File: config.mk
export PLATFORM = sky130hd
export DESIGN_NAME = scu_config_sync
export DESIGN_NICKNAME = d
export VERILOG_FILES = /design/src/logic/scu_pkg.sv /design/src/logic/scu_config_sync.sv
export SDC_FILE = /design/constraint.sdc
export NUM_CORES = 1
export LEC_CHECK = 0
export ABC_CLOCK_PERIOD_IN_PS = 2150
export CORE_AREA = 2 2 215 217
export CTS_CLUSTER_SIZE = 16
export DETAILED_ROUTE_END_ITERATION = 16
export DIE_AREA = 0 0 217 219
export DONT_BUFFER_PORTS = 1
export MAX_ROUTING_LAYER = met4
export PLACE_DENSITY = 0.85
export SLEW_MARGIN = 0
export SYNTH_ARGS = -nofsm -noshare
export SYNTH_HDL_FRONTEND = slang
export SYNTH_SLANG_ARGS = --single-unit
export TNS_END_PERCENT = 5
File: constraint.sdc
create_clock -name i_core_clk -period 2.15 [get_ports i_core_clk]
set_clock_uncertainty 0.1 [all_clocks]
set_input_delay 0 -clock i_core_clk [delete_from_list [all_inputs] [get_ports i_core_clk]]
set_output_delay 0 -clock i_core_clk [all_outputs]
set_load 0.01 [all_outputs]
File: src/logic/scu_pkg.sv
// package: register map, field positions, reset values and carriers for the config bank
package scu_pkg;

    // ------------------------------------------------------------------
    // register addresses
    // ------------------------------------------------------------------
    localparam logic [8:0] ADDR_CLKGEN = 9'h020;
    localparam logic [8:0] ADDR_CORE = 9'h028;
    localparam logic [8:0] ADDR_AFE = 9'h030;
    localparam logic [8:0] ADDR_BIAS_LO = 9'h040;
    localparam logic [8:0] ADDR_BIAS_HI = 9'h047;
    localparam logic [8:0] ADDR_SEROUT = 9'h070;
    localparam logic [8:0] ADDR_BLKCAL_LO = 9'h080;
    localparam logic [8:0] ADDR_BLKCAL_HI = 9'h081;
    localparam logic [8:0] ADDR_SYNCCODE_LO = 9'h081;
    localparam logic [8:0] ADDR_SYNCCODE_HI = 9'h087;
    localparam logic [8:0] ADDR_TESTPAT_LO = 9'h090;
    localparam logic [8:0] ADDR_TESTPAT_HI = 9'h096;
    localparam logic [8:0] ADDR_SEQCTL = 9'h0C0;
    localparam logic [8:0] ADDR_WINSEL = 9'h0C3;
    localparam logic [8:0] ADDR_BLACK = 9'h0C5;
    localparam logic [8:0] ADDR_DUMMY = 9'h0C6;
    localparam logic [8:0] ADDR_EXP_LO = 9'h0C7;
    localparam logic [8:0] ADDR_EXP_HI = 9'h0CB;
    localparam logic [8:0] ADDR_GAIN = 9'h0CC;
    localparam logic [8:0] ADDR_SYNC = 9'h0CE;
    localparam logic [8:0] ADDR_STATUS = 9'h0CF;

    // ------------------------------------------------------------------
    // field positions
    // ------------------------------------------------------------------
    localparam int SEQ_ENABLE_BIT = 0;
    localparam int SEQ_ROLLING_BIT = 1;
    localparam int SEQ_TRIGGERED_BIT = 2;
    localparam int SEQ_SLAVE_BIT = 3;
    localparam int SEQ_SUBSAMPLE_BIT = 7;
    localparam int SEQ_BINNING_BIT = 8;
    localparam int GAIN_LATCOMP_BIT = 13;
    localparam int SYNC_BLACK_BIT = 0;
    localparam int SYNC_DUMMY_BIT = 1;
    localparam int SYNC_EXP_BIT = 2;
    localparam int SYNC_GAIN_BIT = 3;
    localparam int SYNC_ROI_BIT = 4;
    localparam int SYNC_BLANKWIN_BIT = 8;
    localparam int SYNC_EXPMODE_BIT = 9;
    localparam int EXP_WORDS = 5;

    // ------------------------------------------------------------------
    // reset values
    // ------------------------------------------------------------------
    localparam logic [15:0] RST_ZERO = 16'h0000;
    localparam logic [15:0] RST_SYNC = 16'h001F;
    localparam logic [15:0] RST_WINSEL = 16'h0001;

    // ------------------------------------------------------------------
    // carriers
    // ------------------------------------------------------------------
    typedef struct packed {
        logic en;
        logic [8:0] addr;
        logic [15:0] data;
    } scu_wr_t;

    typedef struct packed {
        logic subsample;
        logic binning;
        logic [7:0] window;
        logic [15:0] black_lines;
        logic [15:0] dummy_lines;
        logic [EXP_WORDS-1:0][15:0] exposure;
        logic [15:0] gain;
    } scu_active_t;

    typedef struct packed {
        logic sync_codes;
        logic black_cal;
        logic test_pattern;
    } scu_transient_t;

    typedef enum logic {FRAME_IMAGE, FRAME_BLANK} scu_frame_t;

endpackage : scu_pkg

File: src/logic/scu_config_sync.sv
// module: configuration bank with frame-synchronised shadow and active register sets
`timescale 1ns/100ps
module scu_config_sync (
    input wire logic i_core_clk,
    input wire logic i_rst_n,
    input wire scu_pkg::scu_wr_t i_wr,
    input wire logic i_rd_en,
    input wire logic [8:0] i_rd_addr,
    input wire logic i_frame_start,
    output logic [15:0] o_rd_data,
    output scu_pkg::scu_active_t o_active,
    output logic [15:0] o_clkgen_cfg,
    output logic [15:0] o_core_cfg,
    output logic [15:0] o_afe_cfg,
    output logic [15:0] o_serout_cfg,
    output logic [5:0] o_seq_mode,
    output logic o_seq_enable,
    output logic o_blank_frame,
    output logic o_training_pattern,
    output scu_pkg::scu_transient_t o_transient
);

    // ------------------------------------------------------------------
    // helpers
    // ------------------------------------------------------------------
    // address range decode, used for bias, exposure and transient groups
    function automatic logic in_range(input logic [8:0] a, input logic [8:0] lo,
                                      input logic [8:0] hi);
        in_range = (a >= lo) && (a <= hi);
    endfunction : in_range

    function automatic logic wr_hit(input scu_pkg::scu_wr_t w, input logic [8:0] a);
        wr_hit = w.en && (w.addr == a);
    endfunction : wr_hit

    // ------------------------------------------------------------------
    // shadow registers written by the host
    // ------------------------------------------------------------------
    logic [15:0] clkgen_reg, clkgen_next;
    logic [15:0] core_reg, core_next;
    logic [15:0] afe_reg, afe_next;
    logic [7:0][15:0] bias_reg, bias_next;
    logic [15:0] serout_reg, serout_next;
    logic [15:0] seqctl_reg, seqctl_next;
    logic [15:0] winsel_reg, winsel_next;
    logic [15:0] black_reg, black_next;
    logic [15:0] dummy_reg, dummy_next;
    logic [scu_pkg::EXP_WORDS-1:0][15:0] exp_reg, exp_next;
    logic [15:0] gain_reg, gain_next;
    logic [15:0] sync_reg, sync_next;

    // static registers are plain storage; the host keeps them still while
    // the sequencer runs, so no protection logic is spent here
    always_comb
    begin
        clkgen_next = clkgen_reg;
        core_next = core_reg;
        afe_next = afe_reg;
        bias_next = bias_reg;
        serout_next = serout_reg;
        seqctl_next = seqctl_reg;
        winsel_next = winsel_reg;
        black_next = black_reg;
        dummy_next = dummy_reg;
        exp_next = exp_reg;
        gain_next = gain_reg;
        sync_next = sync_reg;
        if (i_wr.en)
        begin
            case (i_wr.addr)
                scu_pkg::ADDR_CLKGEN: clkgen_next = i_wr.data;
                scu_pkg::ADDR_CORE: core_next = i_wr.data;
                scu_pkg::ADDR_AFE: afe_next = i_wr.data;
                scu_pkg::ADDR_SEROUT: serout_next = i_wr.data;
                scu_pkg::ADDR_SEQCTL: seqctl_next = i_wr.data;
                scu_pkg::ADDR_WINSEL: winsel_next = i_wr.data;
                scu_pkg::ADDR_BLACK: black_next = i_wr.data;
                scu_pkg::ADDR_DUMMY: dummy_next = i_wr.data;
                scu_pkg::ADDR_GAIN: gain_next = i_wr.data;
                scu_pkg::ADDR_SYNC: sync_next = i_wr.data;
                default:
                begin
                    if (in_range(i_wr.addr, scu_pkg::ADDR_BIAS_LO, scu_pkg::ADDR_BIAS_HI))
                        bias_next[i_wr.addr[2:0]] = i_wr.data;
                    if (in_range(i_wr.addr, scu_pkg::ADDR_EXP_LO, scu_pkg::ADDR_EXP_HI))
                        exp_next[3'(i_wr.addr - scu_pkg::ADDR_EXP_LO)] = i_wr.data;
                end
            endcase
        end
    end

    always_ff @(posedge i_core_clk or negedge i_rst_n)
    begin
        if (!i_rst_n)
        begin
            clkgen_reg <= scu_pkg::RST_ZERO;
            core_reg <= scu_pkg::RST_ZERO;
            afe_reg <= scu_pkg::RST_ZERO;
            bias_reg <= '0;
            serout_reg <= scu_pkg::RST_ZERO;
            seqctl_reg <= scu_pkg::RST_ZERO;
            winsel_reg <= scu_pkg::RST_WINSEL;
            black_reg <= scu_pkg::RST_ZERO;
            dummy_reg <= scu_pkg::RST_ZERO;
            exp_reg <= '0;
            gain_reg <= scu_pkg::RST_ZERO;
            sync_reg <= scu_pkg::RST_SYNC;
        end
        else
        begin
            clkgen_reg <= clkgen_next;
            core_reg <= core_next;
            afe_reg <= afe_next;
            bias_reg <= bias_next;
            serout_reg <= serout_next;
            seqctl_reg <= seqctl_next;
            winsel_reg <= winsel_next;
            black_reg <= black_next;
            dummy_reg <= dummy_next;
            exp_reg <= exp_next;
            gain_reg <= gain_next;
            sync_reg <= sync_next;
        end
    end

    // ------------------------------------------------------------------
    // change tracking and frame-start transfer
    // ------------------------------------------------------------------
    logic sync_black, sync_dummy, sync_exp, sync_gain, sync_roi;
    logic rolling, exp_direct, need_blank;
    logic black_chg_reg, black_chg_next;
    logic dummy_chg_reg, dummy_chg_next;
    logic win_chg_reg, win_chg_next;
    scu_pkg::scu_active_t act_reg, act_next;
    logic [scu_pkg::EXP_WORDS-1:0][15:0] exp_stage_reg, exp_stage_next;
    logic [15:0] gain_stage_reg, gain_stage_next;
    scu_pkg::scu_frame_t frame_reg, frame_next;
    scu_pkg::scu_transient_t trans_reg, trans_next;

    assign sync_black = sync_reg[scu_pkg::SYNC_BLACK_BIT];
    assign sync_dummy = sync_reg[scu_pkg::SYNC_DUMMY_BIT];
    assign sync_exp = sync_reg[scu_pkg::SYNC_EXP_BIT];
    assign sync_gain = sync_reg[scu_pkg::SYNC_GAIN_BIT];
    assign sync_roi = sync_reg[scu_pkg::SYNC_ROI_BIT];
    assign rolling = seqctl_reg[scu_pkg::SEQ_ROLLING_BIT];
    // triggered master global mode with sync mode set skips the exposure stage
    assign exp_direct = sync_reg[scu_pkg::SYNC_EXPMODE_BIT] && !rolling
                        && seqctl_reg[scu_pkg::SEQ_TRIGGERED_BIT]
                        && !seqctl_reg[scu_pkg::SEQ_SLAVE_BIT];
    // blank only for changes that are actually applied at this frame start
    assign need_blank = rolling && ((sync_black && black_chg_reg)
                        || (sync_dummy && dummy_chg_reg)
                        || (sync_roi && win_chg_reg
                            && sync_reg[scu_pkg::SYNC_BLANKWIN_BIT]));

    // change flags: a write landing on the frame-start cycle sets, so set wins
    always_comb
    begin
        black_chg_next = black_chg_reg;
        dummy_chg_next = dummy_chg_reg;
        win_chg_next = win_chg_reg;
        if (i_frame_start && sync_black)
            black_chg_next = 1'b0;
        if (i_frame_start && sync_dummy)
            dummy_chg_next = 1'b0;
        if (i_frame_start && sync_roi)
            win_chg_next = 1'b0;
        if (wr_hit(i_wr, scu_pkg::ADDR_BLACK) && i_wr.data != black_reg)
            black_chg_next = 1'b1;
        if (wr_hit(i_wr, scu_pkg::ADDR_DUMMY) && i_wr.data != dummy_reg)
            dummy_chg_next = 1'b1;
        // only a different selection counts; window geometry writes never do
        if (wr_hit(i_wr, scu_pkg::ADDR_WINSEL) && i_wr.data != winsel_reg)
            win_chg_next = 1'b1;
    end

    // active set moves only at frame start and only for synced groups
    always_comb
    begin
        act_next = act_reg;
        exp_stage_next = exp_stage_reg;
        gain_stage_next = gain_stage_reg;
        if (i_frame_start)
        begin
            if (sync_roi)
            begin
                act_next.subsample = seqctl_reg[scu_pkg::SEQ_SUBSAMPLE_BIT];
                act_next.binning = seqctl_reg[scu_pkg::SEQ_BINNING_BIT];
                act_next.window = winsel_reg[7:0];
            end
            if (sync_black)
                act_next.black_lines = black_reg;
            if (sync_dummy)
                act_next.dummy_lines = dummy_reg;
            if (sync_exp)
            begin
                exp_stage_next = exp_reg;
                act_next.exposure = exp_direct ? exp_reg : exp_stage_reg;
            end
            if (sync_gain)
            begin
                gain_stage_next = gain_reg;
                // latency compensation lines gain up with the staged exposure
                act_next.gain = gain_reg[scu_pkg::GAIN_LATCOMP_BIT]
                                ? gain_stage_reg : gain_reg;
            end
        end
    end

    // frame state: blanked after a start with need_blank, image again at the first start without it
    always_comb
    begin
        frame_next = frame_reg;
        if (i_frame_start)
        begin
            case (frame_reg)
                scu_pkg::FRAME_IMAGE: frame_next = need_blank ? scu_pkg::FRAME_BLANK
                                                              : scu_pkg::FRAME_IMAGE;
                scu_pkg::FRAME_BLANK: frame_next = need_blank ? scu_pkg::FRAME_BLANK
                                                              : scu_pkg::FRAME_IMAGE;
                default: frame_next = scu_pkg::FRAME_IMAGE;
            endcase
        end
    end

    // transient markers cover the frame in which the write lands
    always_comb
    begin
        trans_next = trans_reg;
        if (i_frame_start)
            trans_next = '0;
        if (i_wr.en && in_range(i_wr.addr, scu_pkg::ADDR_SYNCCODE_LO,
                                scu_pkg::ADDR_SYNCCODE_HI))
            trans_next.sync_codes = 1'b1;
        if (i_wr.en && (in_range(i_wr.addr, scu_pkg::ADDR_BLKCAL_LO, scu_pkg::ADDR_BLKCAL_HI)
                        || (i_wr.addr == scu_pkg::ADDR_BLACK)))
            trans_next.black_cal = 1'b1;
        if (i_wr.en && in_range(i_wr.addr, scu_pkg::ADDR_TESTPAT_LO,
                                scu_pkg::ADDR_TESTPAT_HI))
            trans_next.test_pattern = 1'b1;
    end

    always_ff @(posedge i_core_clk or negedge i_rst_n)
    begin
        if (!i_rst_n)
        begin
            black_chg_reg <= 1'b0;
            dummy_chg_reg <= 1'b0;
            win_chg_reg <= 1'b0;
            act_reg <= '0;
            exp_stage_reg <= '0;
            gain_stage_reg <= scu_pkg::RST_ZERO;
            frame_reg <= scu_pkg::FRAME_IMAGE;
            trans_reg <= '0;
        end
        else
        begin
            black_chg_reg <= black_chg_next;
            dummy_chg_reg <= dummy_chg_next;
            win_chg_reg <= win_chg_next;
            act_reg <= act_next;
            exp_stage_reg <= exp_stage_next;
            gain_stage_reg <= gain_stage_next;
            frame_reg <= frame_next;
            trans_reg <= trans_next;
        end
    end

    // ------------------------------------------------------------------
    // read port
    // ------------------------------------------------------------------
    logic [15:0] rd_reg, rd_next;

    // registered read; unmapped addresses return zero
    always_comb
    begin
        rd_next = rd_reg;
        if (i_rd_en)
        begin
            case (i_rd_addr)
                scu_pkg::ADDR_CLKGEN: rd_next = clkgen_reg;
                scu_pkg::ADDR_CORE: rd_next = core_reg;
                scu_pkg::ADDR_AFE: rd_next = afe_reg;
                scu_pkg::ADDR_SEROUT: rd_next = serout_reg;
                scu_pkg::ADDR_SEQCTL: rd_next = seqctl_reg;
                scu_pkg::ADDR_WINSEL: rd_next = winsel_reg;
                scu_pkg::ADDR_BLACK: rd_next = black_reg;
                scu_pkg::ADDR_DUMMY: rd_next = dummy_reg;
                scu_pkg::ADDR_GAIN: rd_next = gain_reg;
                scu_pkg::ADDR_SYNC: rd_next = sync_reg;
                scu_pkg::ADDR_STATUS: rd_next = {9'h000, trans_reg,
                    win_chg_reg, dummy_chg_reg, black_chg_reg,
                    frame_reg == scu_pkg::FRAME_BLANK};
                default:
                begin
                    rd_next = 16'h0000;
                    if (in_range(i_rd_addr, scu_pkg::ADDR_BIAS_LO, scu_pkg::ADDR_BIAS_HI))
                        rd_next = bias_reg[i_rd_addr[2:0]];
                    if (in_range(i_rd_addr, scu_pkg::ADDR_EXP_LO, scu_pkg::ADDR_EXP_HI))
                        rd_next = exp_reg[3'(i_rd_addr - scu_pkg::ADDR_EXP_LO)];
                end
            endcase
        end
    end

    always_ff @(posedge i_core_clk or negedge i_rst_n)
    begin
        if (!i_rst_n)
            rd_reg <= 16'h0000;
        else
            rd_reg <= rd_next;
    end

    // ------------------------------------------------------------------
    // outputs
    // ------------------------------------------------------------------
    assign o_rd_data = rd_reg;
    assign o_active = act_reg;
    assign o_clkgen_cfg = clkgen_reg;
    assign o_core_cfg = core_reg;
    assign o_afe_cfg = afe_reg;
    assign o_serout_cfg = serout_reg;
    assign o_seq_mode = seqctl_reg[6:1];
    assign o_seq_enable = seqctl_reg[scu_pkg::SEQ_ENABLE_BIT];
    assign o_blank_frame = (frame_reg == scu_pkg::FRAME_BLANK);
    // training patterns go out on data and sync channels for the blank frame
    assign o_training_pattern = (frame_reg == scu_pkg::FRAME_BLANK);
    assign o_transient = trans_reg;

endmodule : scu_config_sync

==> impl_metrics.yaml, run 1 <==
drt:
  wl_microns: 84900
  wl_per_cell_microns: 29.3
  drtPass1Iterations: 6
  vias: 19400
  drc: 0
  detail_route.iter0.violations: 2284
  ant_nets: 0
  viasPerCell: 6.68
synthesis:
  synth_top_area_cell: "dfrtp_1"
  syn_area_per_cell_sq_um: 13.2
  synthSimpleGateAreaFrac: 0.0622
  synth_top_family_by_area: "multiplexers"
  async_flop_share: 1.00
  synthAdderAreaFrac: 0.00350
  postSynthCellCount: 2167
  synthDistinctLibCells: 79
  yosys.area.top_type_share: 0.542
  ys_ff_latch: 625
  synth.mux.area_fraction: 0.281
  synthFlopType: "dfrtp_1"
  ys_seq_area_frac: 0.547
  synth-edff-count: 0
  yosys_warnings: 0
  synth_area_leaders: "dfrtp_1 54%, mux2_2 21%, mux2i_1 4.6%, mux4_2 2.5%, o21ai_0 2.0%"
  synth_nets: 2214
  synth_area_sq_um: 28600
  synth-xor-area-share: 0.0150
  synth_compound_area_frac: 0.0622
sta:
  period_share: 1.03
  whs_ns: -1.03
  tightest_slew_ns: 1.34
  setup_violations: 1
  rsz0062_at_grt: "yes"
  max-slew-margin-rel: 0.107
  fin_ws_ns: -0.0556
  finalHoldViolCount: 628
  slew_violations: 0
  min_period_ns: 2.21
  timing.fmax_ghz: 0.453
cells_and_area:
  final_nets: 2292
  final_cell_mix: "619 x dfrtp_1, 533 x mux2_2, 149 x nand2_1"
  final_area_sq_um: 32900
  fillerInstances: 2837
  regArea_sq_um: 15600
  area_delta_synth_final_pct: 14.9
  multi_input_area_sq_um: 12200
  largest_register_ffs: 138
  layout-drive-gt1-share: 0.366
  layout_commonest_cell: "dfrtp_1"
power:
  switching_share: 0.224
  power_frac_clock: 0.453
  seqPwrFrac: 0.494
  intPower_mw: 19.2
  p_leak_nw: 15.3
  ir_worst_vdd_mv: 0.687
  p_comb_frac: 0.053
  power_density_nw_per_um2: 754
  p_total_mw: 24.8
  p_sw_mw: 5.56
placement:
  gp_congestion: 0.976
  dpl.hpwl_microns: 54800
  place_area_sq_um: 29600
  numPortBuffers: 0
critical_path:
  setup.worst_path.class: "in -> reg"
  r2r_slack_ns: 0.02
  crit_fanout: 20
  crit_required_ns: 2.62
  worstSetupStartpointType: "input pin"
  crit_arrival_ns: 2.68
  crit_path_end_kind: "register"
floorplan:
  die-area_sq_um: 47500
  die_w_microns: 217
  coreArea_sq_um: 45100
  die_h_microns: 219
  num_rows: 78
  initial_core_util: 0.634
  io_pins: 269
clocking:
  cts_buffers: 60
  cts-root-buf: "clkbuf_16"
  path_clk_slew_ns: 0.06
  clockBufferDepth: 3
  cts-htree-levels: 2
  clk_latency_ns: 0.63
  cts.sinks: 625
  cts_tree: "done"
run:
  maxCapViolations: 0
grt:
  grt_overflow: 0
  grt_first_pass_wirelength_microns: 128000
  grt_max_degree: 626
  track_usage: 0.373
  grt_pass1_vias: 20200
  grt_antenna_before_repair: 2
min_path:
  hold_path.class: "in -> async"
run_status:
  status: "complete, but fails checks"
  violations: "hold timing, setup timing"
==> kinds of logic after synthesis <==
group	Yosys count
fa+ha+maj	8
buf+inv	193
flops	625
mux	696
compound gates	270
simple gates	326
xor+xnor	49
==> synth_stat cells (all sizes together) (4+ instances only) <==
| master | count |
|---|---|
| o21ai | 117 |
| o22ai | 9 |
| ha | 8 |
| and2 | 8 |
| a221o | 11 |
| dfstp | 6 |
| mux2i | 131 |
| nor3b | 5 |
| and3 | 9 |
| o211ai | 9 |
| dfrtp | 619 |
| nand3 | 14 |
| a222oi | 8 |
| a22oi | 18 |
| a2111oi | 7 |
| mux4 | 32 |
| a221oi | 4 |
| nor2b | 9 |
| nor4 | 11 |
| nor3 | 17 |
| buf | 58 |
| o32a | 4 |
| nand2 | 155 |
| o2bb2ai | 4 |
| xnor2 | 48 |
| a32oi | 9 |
| a22o | 11 |
| a31oi | 8 |
| mux2 | 533 |
| nand2b | 7 |
| inv | 9 |
| nor2 | 33 |
| nor4b | 4 |
| a21oi | 31 |
| o221ai | 4 |
| nand4 | 33 |
| clkbuf | 124 |
==> timing repair <==
action                                  in CTS  in global routing
buffers inserted                             0                  0
resized for setup                            0                  9
endpoints found under the setup margin       0                 15
endpoints found under the hold margin     1239                629
hold buffers                                91                  1
==> metrics by stage <==
step	hold slack (ns)	TNS (ns)	cells	util	setup slack [ns]
detailed placement	-0.368	-0.692	2691	0.657	-0.138
finish	-1.03	-0.0556	2897	0.729	-0.0556
global route	-1.05	-0.303	2896	0.729	-0.0962
CTS	-1.03	0	2894	0.728	0.0258
floorplan	-0.396	-0.716	2167	-	-0.0528
global placement	-0.369	-0.115	2691	0.657	-0.0677
==> power by group through the flow <==
stage          clock, mW  combinational (mW)  sequential, mW
6_report            11.2                1.32            12.3
5_1_grt             11.8                1.37            12.3
4_1_cts             11.3                1.27            12.2
3_5_place_dp           0               0.848            12.5
3_3_place_gp           0               0.825            12.4
2_1_floorplan          0               0.809            12.3
==> metal layers <==
layer / wire (microns) / part of all wire / global-route usage / vias to the layer above
li1: - / - / - / 8055
met1: 31900 / 0.38 / 0.464 / 9887
met2: 39900 / 0.47 / 0.575 / 1129
met3: 8640 / 0.10 / 0.0985 / 293
met4: 4470 / 0.053 / 0.174 / 0
met5: 0 / 0 / - / -
==> worst max-delay path, cell delays in order <==
cell and delay [ns]:
buf_12 0.18, clkinv_4 0.07, ha_1 0.29, nor4b_1 0.31, a221oi_1 0.13, nor4_2 0.25
dlygate4sd3_1 0.62, buf_4 0.21, nor2b_1 0.40, o32a_1 0.20
==> area by class of cell <==
class | count | share of cell area
antenna | 2 | 0.000152
sequential | 625 | 0.476
clock buffer | 90 | 0.0540
timing repair buffer | 198 | 0.0637
inverter | 11 | 0.00156
clock inverter | 22 | 0.00997
tap | 600 | 0.0228
multi-input combinational | 1349 | 0.372
==> final timing paths <==
path,startpoint,to,cells after the start
max,i_rd_addr[1],o_rd_data[3]$_DFFE_PN0P_,10
min,i_rst_n,o_active[67]$_DFFE_PN0P_,0
max reg2reg,bias_reg[85]$_DFFE_PN0P_,o_rd_data[5]$_DFFE_PN0P_,5
min reg2reg,exp_stage_reg[50]$_DFFE_PN0P_,exp_stage_reg[50]$_DFFE_PN0P_,1
max in group asynchronous,i_rst_n,bias_reg[70]$_DFFE_PN0P_,0
min in group i_core_clk,i_rd_addr[6],o_rd_data[11]$_DFFE_PN0P_,5
Note: power is estimated with default switching activity, not from simulation.
==> inputs of run 2 (changes only) <==
Settings changed: ABC_CLOCK_PERIOD_IN_PS 2150 to 2000, CORE_AREA 2 2 215 217 to 2 2 226 228, DIE_AREA 0 0 217 219 to 0 0 228 230, PLACE_DENSITY 0.85 to 0.82.
Clock period 2.15 ns to 2 ns, I/O delays scaled along.
==> run 2 against run 1 <==
Against the previous run:
- the run ends with hold timing, slew limit, setup timing left
- total power rose by 9.5%
- global-route usage is 3.2 points lower
- utilization shrank 5.9 points
- clock-buffer cell count did not move
- clock power rose by 12%
- via count rose by 0.55%
- critical endpoint is now o_active[90]$_DFFE_PN0P_
- largest cell class unchanged
- largest power group unchanged
==> impl_metrics.yaml, run 2 (synthesis gave the netlist of run 1 again) <==
clocking:
  cts.sinks: 625
  cts-root-buf: "clkbuf_16"
  clockBufferDepth: 3
  cts_tree: "done"
  cts_buffers: 66
  post_cts_buffers: 0
  clk_latency_ns: 0.62
  path_clk_slew_ns: 0.06
  cts-htree-levels: 3
critical_path:
  reg2regPathDepth: 5
  worstSetupStartpointType: "register"
  crit_required_ns: 2.37
  crit_arrival_ns: 2.42
  crit_fanout: 38
  r2r_start: "seqctl_reg[1]$_DFFE_PN0P_"
  crit_path_end_kind: "register"
  rr_endpoint: "o_active[90]$_DFFE_PN0P_"
  setup.worst_path.class: "reg -> reg"
  r2r_slack_ns: -0.05
floorplan:
  die-area_sq_um: 52400
  io_pins: 269
  die_w_microns: 228
  coreArea_sq_um: 49900
  initial_core_util: 0.574
  num_rows: 82
  die_h_microns: 230
placement:
  gp_congestion: 0.965
  place_inst: 2774
  numPortBuffers: 0
  dpl.hpwl_microns: 56300
cells_and_area:
  final_cell_mix: "615 x dfrtp_1, 532 x mux2_2, 150 x nand2_1"
  largest_register_ffs: 138
  fillerInstances: 3408
  postLayoutCoreUtil: 0.670
  layout.cells.non_filler: 2997
  final_nets: 2323
  layout_commonest_cell: "dfrtp_1"
  layout-drive-gt1-share: 0.372
  area_delta_synth_final_pct: 16.8
grt:
  grt_max_degree: 626
  grt_first_pass_wirelength_microns: 130000
  grt_antenna_before_repair: 2
  grt_pass1_vias: 20000
  track_usage: 0.341
  grt_overflow: 0
power:
  ir_worst_vdd_mv: 0.732
  power_density_nw_per_um2: 812
  p_leak_nw: 15.6
  p_total_mw: 27.1
min_path:
  hold_path.class: "in -> async"
sta:
  setup_violations: 2
  max-slew-margin-rel: -0.606
  slew_violations: 307
  tightest_slew_ns: 2.41
  period_share: 1.02
  whs_ns: -1.01
  finalHoldViolCount: 627
  timing.fmax_ghz: 0.488
  fin_ws_ns: -0.0500
  min_period_ns: 2.05
  rsz0062_at_grt: "yes"
drt:
  wl_microns: 86600
  wl_per_cell_microns: 28.9
  viasPerCell: 6.50
  drc: 0
  detail_route.iter0.violations: 1930
  vias: 19500
  ant_nets: 0
  drtPass1Iterations: 5
run:
  maxCapViolations: 0
run_status:
  status: "complete, but fails checks"
  violations: "hold timing, slew limit, setup timing"
## run 2: final cells by class
type	count	area, sq um	area share
tap	672	841	0.0252
antenna	2	5.00	0.000150
multi-input combinational	1349	12300	0.367
inverter	11	61.3	0.00184
timing repair buffer	223	2400	0.0718
clock inverter	25	295	0.00884
sequential	625	15700	0.469
clock buffer	90	1900	0.0570
## run 2: repair_timing
action | in CTS | in global routing
gates resized for setup | 2 | 13
cloned | 0 | 0
setup endpoints to repair | 2 | 52
pin swaps | 0 | 1
hold buffers | 105 | 1
hold endpoints to repair | 1108 | 630
## run 2: worst max path at each step
stage	from	end	slack (ns)	cells past startpoint
6_report	seqctl_reg[1]$_DFFE_PN0P_	o_active[90]$_DFFE_PN0P_	-0.05	5
3_5_place_dp	i_rd_addr[0]	o_rd_data[3]$_DFFE_PN0P_	-0.26	8
2_1_floorplan	i_rd_addr[1]	o_rd_data[15]$_DFFE_PN0P_	-0.08	10
4_1_cts	win_chg_reg$_DFFE_PN0P_	o_rd_data[3]$_DFFE_PN0P_	-0.02	5
3_3_place_gp	i_rd_addr[0]	o_rd_data[3]$_DFFE_PN0P_	-0.28	8
5_1_grt	seqctl_reg[1]$_DFFE_PN0P_	o_active[90]$_DFFE_PN0P_	-0.08	5
## run 2: power by group
part | internal [mW] | switching, mW
clock network | 7.44 | 5.07
logic | 0.668 | 0.775
registers | 12.9 | 0.300
total | 21.0 | 6.14
## run 2: metal layers
| layer | GRT usage | up-vias | wire length, microns |
|---|---|---|---|
| met1 | 0.427 | 10200 | 33700 |
| met3 | 0.0900 | 210 | 7930 |
| met4 | 0.123 | 0 | 3310 |
| li1 | - | 8113 | - |
| met2 | 0.537 | 964 | 41600 |
| met5 | - | - | 0 |
## run 2: worst max-delay path, cell delays in order, from the launching register on
cell	delay [ns]
dfrtp_1	0.41
nor4bb_4	0.38
buf_12	0.30
buf_4	0.22
mux2i_1	0.33
o21ai_0	0.13
## run 2: through the flow
stage                     area (sq um)  TNS (ns)  worst slack (ns)
after floorplan                  28800     -3.29           -0.0784
after global placement           29900    -0.759            -0.277
after detailed placement         29900     -1.25            -0.263
after CTS                        33400   -0.0409           -0.0232
after global routing             33400    -0.333           -0.0772
final                            33400   -0.0694           -0.0500
